$ cat src/touch_adc_pkg.sv
/*
  Constants shared by the touch-screen converter control block: register
  addresses and field positions, reset values, function codes, result
  slots, state codes and timing counts.
  Assumes a 100 MHz core clock.
*/
package touch_adc_pkg;

  // ****************************************
  // Register addresses
  // ****************************************
  localparam logic [3:0] PAGE_RESULT = 4'h0;
  localparam logic [3:0] PAGE_CTRL = 4'h1;
  localparam logic [5:0] ADDR_CONV_CTRL = 6'h00;
  localparam logic [5:0] ADDR_DAC_CTRL = 6'h02;
  localparam logic [5:0] ADDR_RESULT_BASE = 6'h00;
  localparam int NUM_RESULTS = 10;

  // ****************************************
  // Field positions
  // ****************************************
  localparam int POS_MODE = 15;
  localparam int POS_STOP = 14;
  localparam int POS_FUNC = 10;
  localparam int POS_RES = 8;
  localparam int POS_AVG = 6;
  localparam int POS_CLK = 4;
  localparam int POS_SETTLE = 1;
  localparam int POS_DAC_PD = 15;

  // ****************************************
  // Reset values
  // ****************************************
  localparam logic [3:0] FUNC_RST = 4'h0;
  localparam logic [1:0] RES_RST = 2'h0;
  localparam logic [1:0] AVG_RST = 2'h0;
  localparam logic [1:0] CLK_RST = 2'h0;
  localparam logic [2:0] SETTLE_RST = 3'h0;
  localparam logic MODE_RST = 1'b0;
  localparam logic DAC_PD_RST = 1'b1;

  // ****************************************
  // Function codes
  // ****************************************
  localparam logic [3:0] FN_INVALID = 4'h0;
  localparam logic [3:0] FN_SCAN_XY = 4'h1;
  localparam logic [3:0] FN_SCAN_XYZ = 4'h2;
  localparam logic [3:0] FN_X = 4'h3;
  localparam logic [3:0] FN_Y = 4'h4;
  localparam logic [3:0] FN_Z = 4'h5;
  localparam logic [3:0] FN_BATTERY_ONE_RESULT = 4'h6;
  localparam logic [3:0] FN_BATTERY_TWO_RESULT = 4'h7;
  localparam logic [3:0] FN_AUXILIARY_ONE_RESULT = 4'h8;
  localparam logic [3:0] FN_AUXILIARY_TWO_RESULT = 4'h9;
  localparam logic [3:0] FN_TEMP1 = 4'ha;
  localparam logic [3:0] FN_PORT_SCAN = 4'hb;
  localparam logic [3:0] FN_TEMP2 = 4'hc;
  localparam logic [3:0] FN_DRV_X = 4'hd;
  localparam logic [3:0] FN_DRV_Y = 4'he;
  localparam logic [3:0] FN_DRV_YX = 4'hf;

  // ****************************************
  // Result slots, also the channel codes
  // ****************************************
  localparam logic [3:0] CH_X = 4'h0;
  localparam logic [3:0] CH_Y = 4'h1;
  localparam logic [3:0] CH_PRESSURE_A = 4'h2;
  localparam logic [3:0] CH_PRESSURE_B = 4'h3;
  localparam logic [3:0] CH_BATTERY_ONE_RESULT = 4'h4;
  localparam logic [3:0] CH_BATTERY_TWO_RESULT = 4'h5;
  localparam logic [3:0] CH_AUXILIARY_ONE_RESULT = 4'h6;
  localparam logic [3:0] CH_AUXILIARY_TWO_RESULT = 4'h7;
  localparam logic [3:0] CH_TEMP1 = 4'h8;
  localparam logic [3:0] CH_TEMP2 = 4'h9;

  // Panel driver bits: {x_plus, x_minus, y_plus, y_minus}
  localparam logic [3:0] DRV_X = 4'hc;
  localparam logic [3:0] DRV_Y = 4'h3;
  localparam logic [3:0] DRV_YX = 4'h6;

  // ****************************************
  // States
  // ****************************************
  typedef enum logic [5:0] {
    ST_IDLE = 6'h01,
    ST_WAIT_PEN = 6'h02,
    ST_SETTLE = 6'h04,
    ST_CONVERT = 6'h08,
    ST_WAIT_DONE = 6'h10,
    ST_STORE = 6'h20
  } conv_state_t;

  // ****************************************
  // Timing
  // ****************************************
  localparam int CORE_CLK_MHZ = 100;
  localparam int SETTLE_T1_US = 100;
  localparam int SETTLE_T2_US = 500;
  localparam int SETTLE_T3_US = 1000;
  localparam int SETTLE_T4_US = 5000;
  localparam int SETTLE_T5_US = 10000;
  localparam int SETTLE_T6_US = 50000;
  localparam int SETTLE_T7_US = 100000;
  localparam int SETTLE_T1_CYC = SETTLE_T1_US * CORE_CLK_MHZ;
  localparam int SETTLE_T2_CYC = SETTLE_T2_US * CORE_CLK_MHZ;
  localparam int SETTLE_T3_CYC = SETTLE_T3_US * CORE_CLK_MHZ;
  localparam int SETTLE_T4_CYC = SETTLE_T4_US * CORE_CLK_MHZ;
  localparam int SETTLE_T5_CYC = SETTLE_T5_US * CORE_CLK_MHZ;
  localparam int SETTLE_T6_CYC = SETTLE_T6_US * CORE_CLK_MHZ;
  localparam int SETTLE_T7_CYC = SETTLE_T7_US * CORE_CLK_MHZ;
  localparam int CONV_CLK0_KHZ = 8000;
  localparam int CONV_CLK1_KHZ = 4000;
  localparam int CONV_CLK2_KHZ = 2000;
  localparam int CONV_CLK3_KHZ = 1000;
  localparam int CONV_HALF0_CYC = (CORE_CLK_MHZ * 1000) / (2 * CONV_CLK0_KHZ);
  localparam int CONV_HALF1_CYC = (CORE_CLK_MHZ * 1000) / (2 * CONV_CLK1_KHZ);
  localparam int CONV_HALF2_CYC = (CORE_CLK_MHZ * 1000) / (2 * CONV_CLK2_KHZ);
  localparam int CONV_HALF3_CYC = (CORE_CLK_MHZ * 1000) / (2 * CONV_CLK3_KHZ);

endpackage

$ cat src/touch_adc_function_control.sv
/*
  Function control for the shared successive-approximation converter of a
  touch-screen interface, with the contrast DAC power-down bit.
  Assumes the serial host port is decoded elsewhere into the register
  strobes below, and that the converter macro runs on core_clk.
*/
`timescale 1ns/100ps

module touch_adc_function_control #(
  parameter int unsigned SETTLE_CYC_1 = touch_adc_pkg::SETTLE_T1_CYC,
  parameter int unsigned SETTLE_CYC_2 = touch_adc_pkg::SETTLE_T2_CYC,
  parameter int unsigned SETTLE_CYC_3 = touch_adc_pkg::SETTLE_T3_CYC,
  parameter int unsigned SETTLE_CYC_4 = touch_adc_pkg::SETTLE_T4_CYC,
  parameter int unsigned SETTLE_CYC_5 = touch_adc_pkg::SETTLE_T5_CYC,
  parameter int unsigned SETTLE_CYC_6 = touch_adc_pkg::SETTLE_T6_CYC,
  parameter int unsigned SETTLE_CYC_7 = touch_adc_pkg::SETTLE_T7_CYC
) (
  // Clock and reset
  input wire logic core_clk,
  input wire logic srst,
  // Register strobes from the serial host port
  input wire logic reg_wr,
  input wire logic reg_rd,
  input wire logic [3:0] reg_page,
  input wire logic [5:0] reg_addr,
  input wire logic [15:0] reg_wdata,
  output logic [15:0] reg_rdata_r,
  output logic reg_rvalid_r,
  // Touch detect pin
  input wire logic pen_down,
  // Converter macro
  output logic adc_power_r,
  output logic adc_start_r,
  output logic [3:0] adc_chan_r,
  output logic [1:0] adc_res_r,
  output logic conv_clk_r,
  input wire logic adc_done,
  input wire logic [11:0] adc_data,
  // Panel drivers {x_plus, x_minus, y_plus, y_minus}
  output logic [3:0] panel_drv_r,
  // Status pin, high when idle
  output logic result_ready_out_r,
  // Contrast DAC
  output logic dac_powerdown_r,
  output logic contrast_analog_en_r
);

  // ****************************************
  // Decoding functions
  // ****************************************
  function automatic logic [2:0] seq_len(input logic [3:0] fn);
    case (fn)
      touch_adc_pkg::FN_SCAN_XY: seq_len = 3'd2;
      touch_adc_pkg::FN_SCAN_XYZ: seq_len = 3'd4;
      touch_adc_pkg::FN_Z: seq_len = 3'd2;
      touch_adc_pkg::FN_PORT_SCAN: seq_len = 3'd4;
      touch_adc_pkg::FN_X, touch_adc_pkg::FN_Y, touch_adc_pkg::FN_BATTERY_ONE_RESULT,
      touch_adc_pkg::FN_BATTERY_TWO_RESULT, touch_adc_pkg::FN_AUXILIARY_ONE_RESULT,
      touch_adc_pkg::FN_AUXILIARY_TWO_RESULT, touch_adc_pkg::FN_TEMP1,
      touch_adc_pkg::FN_TEMP2: seq_len = 3'd1;
      default: seq_len = 3'd0;
    endcase
  endfunction

  function automatic logic [3:0] seq_chan(input logic [3:0] fn,
                                          input logic [1:0] step);
    case (fn)
      touch_adc_pkg::FN_SCAN_XY,
      touch_adc_pkg::FN_SCAN_XYZ: seq_chan = {2'h0, step};
      touch_adc_pkg::FN_X: seq_chan = touch_adc_pkg::CH_X;
      touch_adc_pkg::FN_Y: seq_chan = touch_adc_pkg::CH_Y;
      touch_adc_pkg::FN_Z:
        seq_chan = touch_adc_pkg::CH_PRESSURE_A + {3'h0, step[0]};
      touch_adc_pkg::FN_BATTERY_ONE_RESULT: seq_chan = touch_adc_pkg::CH_BATTERY_ONE_RESULT;
      touch_adc_pkg::FN_BATTERY_TWO_RESULT: seq_chan = touch_adc_pkg::CH_BATTERY_TWO_RESULT;
      touch_adc_pkg::FN_AUXILIARY_ONE_RESULT: seq_chan = touch_adc_pkg::CH_AUXILIARY_ONE_RESULT;
      touch_adc_pkg::FN_AUXILIARY_TWO_RESULT: seq_chan = touch_adc_pkg::CH_AUXILIARY_TWO_RESULT;
      touch_adc_pkg::FN_TEMP1: seq_chan = touch_adc_pkg::CH_TEMP1;
      touch_adc_pkg::FN_TEMP2: seq_chan = touch_adc_pkg::CH_TEMP2;
      touch_adc_pkg::FN_PORT_SCAN:
        seq_chan = touch_adc_pkg::CH_BATTERY_ONE_RESULT + {2'h0, step};
      touch_adc_pkg::FN_DRV_X: seq_chan = touch_adc_pkg::CH_X;
      touch_adc_pkg::FN_DRV_Y: seq_chan = touch_adc_pkg::CH_Y;
      touch_adc_pkg::FN_DRV_YX: seq_chan = touch_adc_pkg::CH_PRESSURE_A;
      default: seq_chan = touch_adc_pkg::CH_X;
    endcase
  endfunction

  // Pressure channels drive Y+ against X-
  function automatic logic [3:0] drivers_for(input logic [3:0] ch);
    case (ch)
      touch_adc_pkg::CH_X: drivers_for = touch_adc_pkg::DRV_X;
      touch_adc_pkg::CH_Y: drivers_for = touch_adc_pkg::DRV_Y;
      touch_adc_pkg::CH_PRESSURE_A,
      touch_adc_pkg::CH_PRESSURE_B: drivers_for = touch_adc_pkg::DRV_YX;
      default: drivers_for = 4'h0;
    endcase
  endfunction

  function automatic logic is_touch(input logic [3:0] fn);
    is_touch = (fn >= touch_adc_pkg::FN_SCAN_XY) &&
               (fn <= touch_adc_pkg::FN_Z);
  endfunction

  // ****************************************
  // Declarations
  // ****************************************
  touch_adc_pkg::conv_state_t state_r, state_nxt;
  logic pen_meta_r, pen_sync_r;
  logic mode_r;
  logic [3:0] func_r;
  logic [1:0] res_r, avg_r, clk_sel_r;
  logic [2:0] settle_sel_r;
  logic drive_only_r;
  logic [1:0] step_r;
  logic [3:0] avg_cnt_r;
  logic [15:0] sum_r;
  logic [23:0] settle_cnt_r;
  logic [23:0] settle_limit;
  logic [5:0] half_cnt_r;
  logic [5:0] half_limit;
  logic [11:0] result_r [touch_adc_pkg::NUM_RESULTS];
  logic conv_wr, dac_wr;
  logic [3:0] wr_func;
  logic [3:0] chan_cur;
  logic seq_last, avg_last, settle_done;
  logic [3:0] avg_last_cnt;
  logic [11:0] avg_val;

  assign conv_wr = reg_wr && reg_page == touch_adc_pkg::PAGE_CTRL &&
                   reg_addr == touch_adc_pkg::ADDR_CONV_CTRL;
  assign dac_wr = reg_wr && reg_page == touch_adc_pkg::PAGE_CTRL &&
                  reg_addr == touch_adc_pkg::ADDR_DAC_CTRL;
  assign wr_func = reg_wdata[touch_adc_pkg::POS_FUNC +: 4];
  assign chan_cur = seq_chan(func_r, step_r);
  assign seq_last = {1'b0, step_r} == (seq_len(func_r) - 3'd1);

  // ****************************************
  // Pen input synchroniser
  // ****************************************
  always_ff @(posedge core_clk) begin
    if (srst) begin
      pen_meta_r <= 1'b0;
      pen_sync_r <= 1'b0;
    end else begin
      pen_meta_r <= pen_down;
      pen_sync_r <= pen_meta_r;
    end
  end

  // ****************************************
  // Control fields
  // ****************************************
  always_ff @(posedge core_clk) begin
    if (srst) begin
      mode_r <= touch_adc_pkg::MODE_RST;
      func_r <= touch_adc_pkg::FUNC_RST;
      res_r <= touch_adc_pkg::RES_RST;
      avg_r <= touch_adc_pkg::AVG_RST;
      clk_sel_r <= touch_adc_pkg::CLK_RST;
      settle_sel_r <= touch_adc_pkg::SETTLE_RST;
      drive_only_r <= 1'b0;
    end else if (conv_wr) begin
      mode_r <= reg_wdata[touch_adc_pkg::POS_MODE];
      func_r <= wr_func;
      res_r <= reg_wdata[touch_adc_pkg::POS_RES +: 2];
      avg_r <= reg_wdata[touch_adc_pkg::POS_AVG +: 2];
      clk_sel_r <= reg_wdata[touch_adc_pkg::POS_CLK +: 2];
      settle_sel_r <= reg_wdata[touch_adc_pkg::POS_SETTLE +: 3];
      drive_only_r <= !reg_wdata[touch_adc_pkg::POS_STOP] &&
                      wr_func >= touch_adc_pkg::FN_DRV_X;
    end
  end

  always_ff @(posedge core_clk) begin
    if (srst) begin
      dac_powerdown_r <= touch_adc_pkg::DAC_PD_RST;
      contrast_analog_en_r <= !touch_adc_pkg::DAC_PD_RST;
    end else if (dac_wr) begin
      dac_powerdown_r <= reg_wdata[touch_adc_pkg::POS_DAC_PD];
      contrast_analog_en_r <= !reg_wdata[touch_adc_pkg::POS_DAC_PD];
    end
  end

  // ****************************************
  // Sequencer
  // ****************************************
  always_comb begin
    case (settle_sel_r)
      3'd1: settle_limit = 24'(SETTLE_CYC_1);
      3'd2: settle_limit = 24'(SETTLE_CYC_2);
      3'd3: settle_limit = 24'(SETTLE_CYC_3);
      3'd4: settle_limit = 24'(SETTLE_CYC_4);
      3'd5: settle_limit = 24'(SETTLE_CYC_5);
      3'd6: settle_limit = 24'(SETTLE_CYC_6);
      3'd7: settle_limit = 24'(SETTLE_CYC_7);
      default: settle_limit = 24'h000000;
    endcase
    // Non-panel inputs have no driver to settle
    if (drivers_for(chan_cur) == 4'h0) begin
      settle_limit = 24'h000000;
    end
  end

  assign settle_done = settle_cnt_r >= settle_limit;

  always_comb begin
    case (avg_r)
      2'd1: avg_last_cnt = 4'd3;
      2'd2: avg_last_cnt = 4'd7;
      2'd3: avg_last_cnt = 4'd15;
      default: avg_last_cnt = 4'd0;
    endcase
  end

  assign avg_last = avg_cnt_r == avg_last_cnt;

  always_comb begin
    state_nxt = state_r;
    case (state_r)
      touch_adc_pkg::ST_IDLE: begin
        state_nxt = touch_adc_pkg::ST_IDLE;
      end
      touch_adc_pkg::ST_WAIT_PEN: begin
        if (pen_sync_r) begin
          state_nxt = touch_adc_pkg::ST_SETTLE;
        end
      end
      touch_adc_pkg::ST_SETTLE: begin
        if (settle_done) begin
          state_nxt = touch_adc_pkg::ST_CONVERT;
        end
      end
      touch_adc_pkg::ST_CONVERT: begin
        state_nxt = touch_adc_pkg::ST_WAIT_DONE;
      end
      touch_adc_pkg::ST_WAIT_DONE: begin
        if (adc_done) begin
          state_nxt = avg_last ? touch_adc_pkg::ST_STORE :
                                 touch_adc_pkg::ST_CONVERT;
        end
      end
      touch_adc_pkg::ST_STORE: begin
        if (!seq_last) begin
          state_nxt = touch_adc_pkg::ST_SETTLE;
        end else if (func_r <= touch_adc_pkg::FN_SCAN_XYZ && pen_sync_r) begin
          state_nxt = touch_adc_pkg::ST_SETTLE;
        end else begin
          state_nxt = touch_adc_pkg::ST_IDLE;
        end
      end
      default: state_nxt = touch_adc_pkg::ST_IDLE;
    endcase
    // A write restarts the sequence; stop or a no-conversion code idles
    if (conv_wr) begin
      if (reg_wdata[touch_adc_pkg::POS_STOP] || seq_len(wr_func) == 3'd0) begin
        state_nxt = touch_adc_pkg::ST_IDLE;
      end else if (is_touch(wr_func) && reg_wdata[touch_adc_pkg::POS_MODE]) begin
        state_nxt = touch_adc_pkg::ST_WAIT_PEN;
      end else begin
        state_nxt = touch_adc_pkg::ST_SETTLE;
      end
    end
  end

  always_ff @(posedge core_clk) begin
    if (srst) begin
      state_r <= touch_adc_pkg::ST_IDLE;
    end else begin
      state_r <= state_nxt;
    end
  end

  always_ff @(posedge core_clk) begin
    if (srst || conv_wr || state_r != touch_adc_pkg::ST_SETTLE) begin
      settle_cnt_r <= 24'h000000;
    end else if (!settle_done) begin
      settle_cnt_r <= settle_cnt_r + 24'h000001;
    end
  end

  always_ff @(posedge core_clk) begin
    if (srst || conv_wr) begin
      step_r <= 2'h0;
    end else if (state_r == touch_adc_pkg::ST_STORE) begin
      step_r <= seq_last ? 2'h0 : step_r + 2'h1;
    end
  end

  // ****************************************
  // Averaging and result store
  // ****************************************
  always_ff @(posedge core_clk) begin
    if (srst || conv_wr || state_r == touch_adc_pkg::ST_STORE) begin
      avg_cnt_r <= 4'h0;
      sum_r <= 16'h0000;
    end else if (state_r == touch_adc_pkg::ST_WAIT_DONE && adc_done) begin
      avg_cnt_r <= avg_cnt_r + 4'h1;
      sum_r <= sum_r + {4'h0, adc_data};
    end
  end

  // Mean by shift; 16 twelve-bit samples just fit in 16 bits
  always_comb begin
    case (avg_r)
      2'd1: avg_val = 12'(sum_r >> 2);
      2'd2: avg_val = 12'(sum_r >> 3);
      2'd3: avg_val = 12'(sum_r >> 4);
      default: avg_val = sum_r[11:0];
    endcase
  end

  always_ff @(posedge core_clk) begin
    if (srst) begin
      for (int i = 0; i < touch_adc_pkg::NUM_RESULTS; i++) begin
        result_r[i] <= 12'h000;
      end
    end else if (state_r == touch_adc_pkg::ST_STORE && !conv_wr) begin
      result_r[chan_cur] <= avg_val;
    end
  end

  // ****************************************
  // Converter and panel outputs
  // ****************************************
  always_ff @(posedge core_clk) begin
    if (srst) begin
      adc_power_r <= 1'b0;
      adc_start_r <= 1'b0;
      adc_chan_r <= touch_adc_pkg::CH_X;
      adc_res_r <= touch_adc_pkg::RES_RST;
      result_ready_out_r <= 1'b1;
      panel_drv_r <= 4'h0;
    end else begin
      adc_power_r <= state_nxt != touch_adc_pkg::ST_IDLE;
      adc_start_r <= state_nxt == touch_adc_pkg::ST_CONVERT;
      adc_chan_r <= chan_cur;
      adc_res_r <= res_r;
      result_ready_out_r <= state_nxt == touch_adc_pkg::ST_IDLE;
      if (state_r == touch_adc_pkg::ST_SETTLE ||
          state_r == touch_adc_pkg::ST_CONVERT ||
          state_r == touch_adc_pkg::ST_WAIT_DONE) begin
        panel_drv_r <= drivers_for(chan_cur);
      end else if (state_r == touch_adc_pkg::ST_IDLE && drive_only_r) begin
        panel_drv_r <= drivers_for(chan_cur);
      end else begin
        panel_drv_r <= 4'h0;
      end
    end
  end

  // Divider rounds down: 8 MHz comes out near 8.3 MHz
  always_comb begin
    case (clk_sel_r)
      2'd1: half_limit = 6'(touch_adc_pkg::CONV_HALF1_CYC);
      2'd2: half_limit = 6'(touch_adc_pkg::CONV_HALF2_CYC);
      2'd3: half_limit = 6'(touch_adc_pkg::CONV_HALF3_CYC);
      default: half_limit = 6'(touch_adc_pkg::CONV_HALF0_CYC);
    endcase
  end

  always_ff @(posedge core_clk) begin
    if (srst || !adc_power_r) begin
      half_cnt_r <= 6'h00;
      conv_clk_r <= 1'b0;
    end else if (half_cnt_r >= half_limit - 6'h01) begin
      half_cnt_r <= 6'h00;
      conv_clk_r <= !conv_clk_r;
    end else begin
      half_cnt_r <= half_cnt_r + 6'h01;
    end
  end

  // ****************************************
  // Register read
  // ****************************************
  always_ff @(posedge core_clk) begin
    if (srst) begin
      reg_rdata_r <= 16'h0000;
      reg_rvalid_r <= 1'b0;
    end else begin
      reg_rvalid_r <= reg_rd;
      if (reg_rd) begin
        reg_rdata_r <= 16'h0000;
        if (reg_page == touch_adc_pkg::PAGE_CTRL &&
            reg_addr == touch_adc_pkg::ADDR_CONV_CTRL) begin
          reg_rdata_r <= {pen_sync_r, result_ready_out_r, func_r, res_r,
                          avg_r, clk_sel_r, settle_sel_r,
                          1'b0};
        end else if (reg_page == touch_adc_pkg::PAGE_CTRL &&
                     reg_addr == touch_adc_pkg::ADDR_DAC_CTRL) begin
          reg_rdata_r <= {dac_powerdown_r, 15'h0000};
        end else if (reg_page == touch_adc_pkg::PAGE_RESULT &&
                     reg_addr - touch_adc_pkg::ADDR_RESULT_BASE <
                     6'(touch_adc_pkg::NUM_RESULTS)) begin
          reg_rdata_r <= {4'h0, result_r[4'(reg_addr -
                          touch_adc_pkg::ADDR_RESULT_BASE)]};
        end
      end
    end
  end

endmodule

$ cat config.mk
export PLATFORM = sky130hd
export DESIGN_NAME = touch_adc_function_control
export DESIGN_NICKNAME = d
export VERILOG_FILES = /design/src/touch_adc_pkg.sv /design/src/touch_adc_function_control.sv
export SDC_FILE = /design/constraint.sdc
export NUM_CORES = 1
export LEC_CHECK = 0
export BUFFER_PORTS_ARGS = -buffer_cell sky130_fd_sc_hd__buf_4
export CORE_MARGIN = 4
export CORE_UTILIZATION = 60
export DETAILED_ROUTE_END_ITERATION = 10
export PLACE_DENSITY = 0.86
export SLEW_MARGIN = 20
export SYNTH_ARGS = -nofsm -noshare
export SYNTH_HDL_FRONTEND = slang
export SYNTH_SLANG_ARGS = --single-unit
$ cat constraint.sdc
create_clock -name core_clk -period 5 [get_ports core_clk]
set_input_delay 0.25 -clock core_clk [delete_from_list [all_inputs] [get_ports core_clk]]
set_output_delay 0.25 -clock core_clk [all_outputs]
set_load 0.005 [all_outputs]
==> impl_metrics.py <==
metrics = {
    "final_layout": {
        "antenna_cells": 0,
        "nFillCells": 1390,
        "fin_util_pct": 68.9,
        "drive_gt1_share_pct": 15.7,
        "final_cell_mix": "184 x nor2_1, 132 x edfxtp_1, 110 x dfxtp_1",
        "final_common_cell": "nor2_1",
        "seqCellArea_um2": 6170,
        "area_growth_pct": 13.1,
        "multi_input_area_um2": 5730,
        "nNetsFinal": 1355,
    },
    "die": {
        "dieWidth_um": 151,
        "initial_core_util_pct": 60.9,
        "pin_count": 77,
        "die_h_um": 151,
        "row_count": 52,
        "core-area_um2": 20200,
        "dieArea_um2": 22900,
    },
    "detailed_routing": {
        "drt_wl_total_mm": 29.8,
        "initialDrtViolationCount": 1003,
        "drc": 0,
        "drt_pass1_iterations": 6,
        "vias": 9598,
        "wire_per_inst_um": 19.2,
        "via_per_inst": 6.18,
        "antenna_left": 0,
    },
    "pwr": {
        "p_per_area_nw_per_um2": 294,
        "p_total_mw": 4.10,
        "irDropWorstVdd_mv": 0.162,
        "leakage_nw": 4.92,
    },
    "sta": {
        "worst_slack_ps": 651,
        "rsz0062_at_grt": "false",
        "worst_pin_slew_ps": 1020,
        "post-route-period-util_pct": 87.0,
        "finalHoldViolations": 0,
        "finalClockSkew_ps": 13.6,
        "setup_tns_ps": 0,
        "final_max_slew_viol_count": 0,
        "max_freq_mhz": 230,
        "layout_min_cycle_time_ps": 4350,
        "setup_violations": 0,
        "slew_headroom_pct": 32.1,
    },
    "worst_setup_path": {
        "crit_fanout": 19,
        "r2r-start": "func_r[2]",
        "cp.arrival_ps": 4780,
        "endpoint": "settle_cnt_r[15]",
        "crit_path_start": "func_r[2]",
        "endpoint_kind": "flop",
        "required_ps": 5430,
        "r2r_cells": 10,
        "rrSetupSlack_ps": 650,
        "rr_endpoint": "settle_cnt_r[15]",
        "crit_type": "reg -> reg",
        "critPathLaunchType": "flop",
    },
    "grt": {
        "first_global_vias": 9327,
        "grt_pass1_wl_mm": 47.3,
        "grt_max_degree": 68,
        "grt-ovfl-total": 0,
        "antenna_found_initial": 1,
        "grt_usage_pct": 26.1,
    },
    "clock_network": {
        "cts_buffers": 25,
        "cts_num_sinks": 242,
        "cts_tree": "built",
        "worstSkewPairLatency_ps": 520,
        "path_clk_slew_ps": 60,
        "cts_htree_levels": 1,
        "root_buffer": "clkbuf_16",
        "cts_buffer_depth": 3,
    },
    "placed_design": {
        "place.port_buffers": 75,
        "pre_cts_ws_ps": 820,
        "place_congestion": 0.869,
        "place_hpwl_mm": 20.0,
    },
    "yosys": {
        "synth_area_um2": 12300,
        "synth_edf_count": 132,
        "ys_warn_count": 0,
        "syn_area_per_cell_um2": 10.3,
        "yosysSeqAreaShare_pct": 50.0,
        "ys_seq_elements": 242,
        "async_flop_share_pct": 0,
        "netlist_instances": 1196,
        "yosysUniqueCellTypes": 75,
        "dominantRegCellSynth": "edfxtp_1",
    },
    "job": {
        "cap_violations": 0,
    },
    "status": {
        "status": "complete, no violations",
    },
    "min_path": {
        "hp-class": "in -> reg",
    },
}
==> how the worst min path moves through the flow <==
stage / from / endpoint / cells past startpoint
after CTS: reg_wdata[15] / dac_powerdown_r / 3
after global placement: pen_meta_r / pen_sync_r / 1
after floorplan: srst / func_r[0] / 1
final: reg_wdata[15] / dac_powerdown_r / 3
after detailed placement: pen_meta_r / pen_sync_r / 1
after global routing: reg_wdata[15] / dac_powerdown_r / 3
==> per-layer routing <==
metal	track usage (%)	routed length [µm]	vias up
met1	33.4	11700	4575
li1	-	-	4473
met3	4.40	2600	67
met5	0	13	-
met4	7.66	793	2
met2	45.5	14700	481
==> state kept, by name (all words and copies together), names as in the netlist, 2 cells and up, named ones only <==
signal        flops
state_r           6
func_r            4
sum_r            16
clk_sel_r         2
avg_cnt_r         4
step_r            2
adc_res_r         2
res_r             2
adc_chan_r        4
settle_sel_r      3
panel_drv_r       4
avg_r             2
half_cnt_r        6
reg_rdata_r      16
settle_cnt_r     24
result_r        132
==> layout make-up <==
cell class	instances	share of cell area, %
Multi-Input combinational cell	849	41.1
Sequential cell	242	44.2
Tap cell	270	2.42
Inverter	47	1.27
Clock buffer	32	4.96
Timing Repair Buffer	99	5.51
Clock inverter	13	0.485
==> where the power goes <==
part	leakage (nW)	internal (mW)	switching [mW]	total (mW)
sequential	2.18	2.15	0.0194	2.17
clock	0.377	0.974	0.746	1.72
combinational	2.36	0.0997	0.111	0.211
total	4.92	3.22	0.877	4.10
==> timing repair <==
item	in CTS	in global routing
setup buffers	0	0
gates resized for setup	0	0
hold buffers	10	0
endpoints found under the hold margin	10	0
==> critical path, stage by stage (launching register included) <==
cell and delay, ps:
dfxtp_1 730, o21ai_0 180, a21oi_1 550, buf_4 300, nand4_1 210, ha_1 410, and4b_1 250, a2111oi_0 510
o211ai_2 460, or4_1 510, a21oi_1 140
==> metrics by stage <==
stage	hold WS (ps)	cells	cell area, µm²
2_1_floorplan	370	1207	12400
6_report	38.1	1552	13900
4_1_cts	21.1	1552	13900
3_5_place_dp	454	1497	13100
5_1_grt	25.1	1552	13900
3_3_place_gp	424	1497	13100
==> logic make-up (layout without fill, tap and decap cells) <==
logic type / Yosys count / after routing / synth area share (%)
DFF: 242 / 242 / 50.0
other: 1 / 12 / 0.0304
and+or+nand+nor: 477 / 477 / 18.9
AOI/OAI and AO/OA: 219 / 219 / 11.3
muxes: 65 / 65 / 9.01
buffers and inverters: 116 / 191 / 3.85
xor gates and xnor gates: 29 / 29 / 2.06
adders and majority gates: 47 / 47 / 4.83
==> cell usage after synthesis (4+ instances only) <==
cell / number / area (µm²)
a211oi_1: 18 / 135
a21o_1: 6 / 45.0
a21oi_1: 73 / 365
a22oi_1: 9 / 67.6
a31oi_1: 6 / 37.5
and3_1: 5 / 31.3
and4_1: 4 / 35.0
buf_1: 5 / 18.8
buf_2: 25 / 125
clkbuf_1: 38 / 143
dfxtp_1: 110 / 2200
edfxtp_1: 132 / 3960
ha_1: 46 / 576
inv_1: 47 / 176
mux2_2: 18 / 203
mux2i_1: 12 / 120
mux4_2: 35 / 788
nand2_1: 90 / 338
nand2b_1: 29 / 181
nand3_1: 34 / 170
nand3b_1: 6 / 45.0
nand4_1: 13 / 81.3
nand4b_1: 4 / 35.0
nor2_1: 184 / 691
nor2b_1: 26 / 163
nor3_1: 28 / 140
nor4_1: 7 / 43.8
o211ai_1: 5 / 37.5
o21a_1: 6 / 45.0
o21ai_0: 53 / 265
o31ai_1: 6 / 45.0
or2_2: 6 / 37.5
or3_1: 17 / 106
or4_1: 8 / 60.1
xnor2_1: 18 / 158
xor2_1: 11 / 96.3
Power figures use the tool's default switching activity.
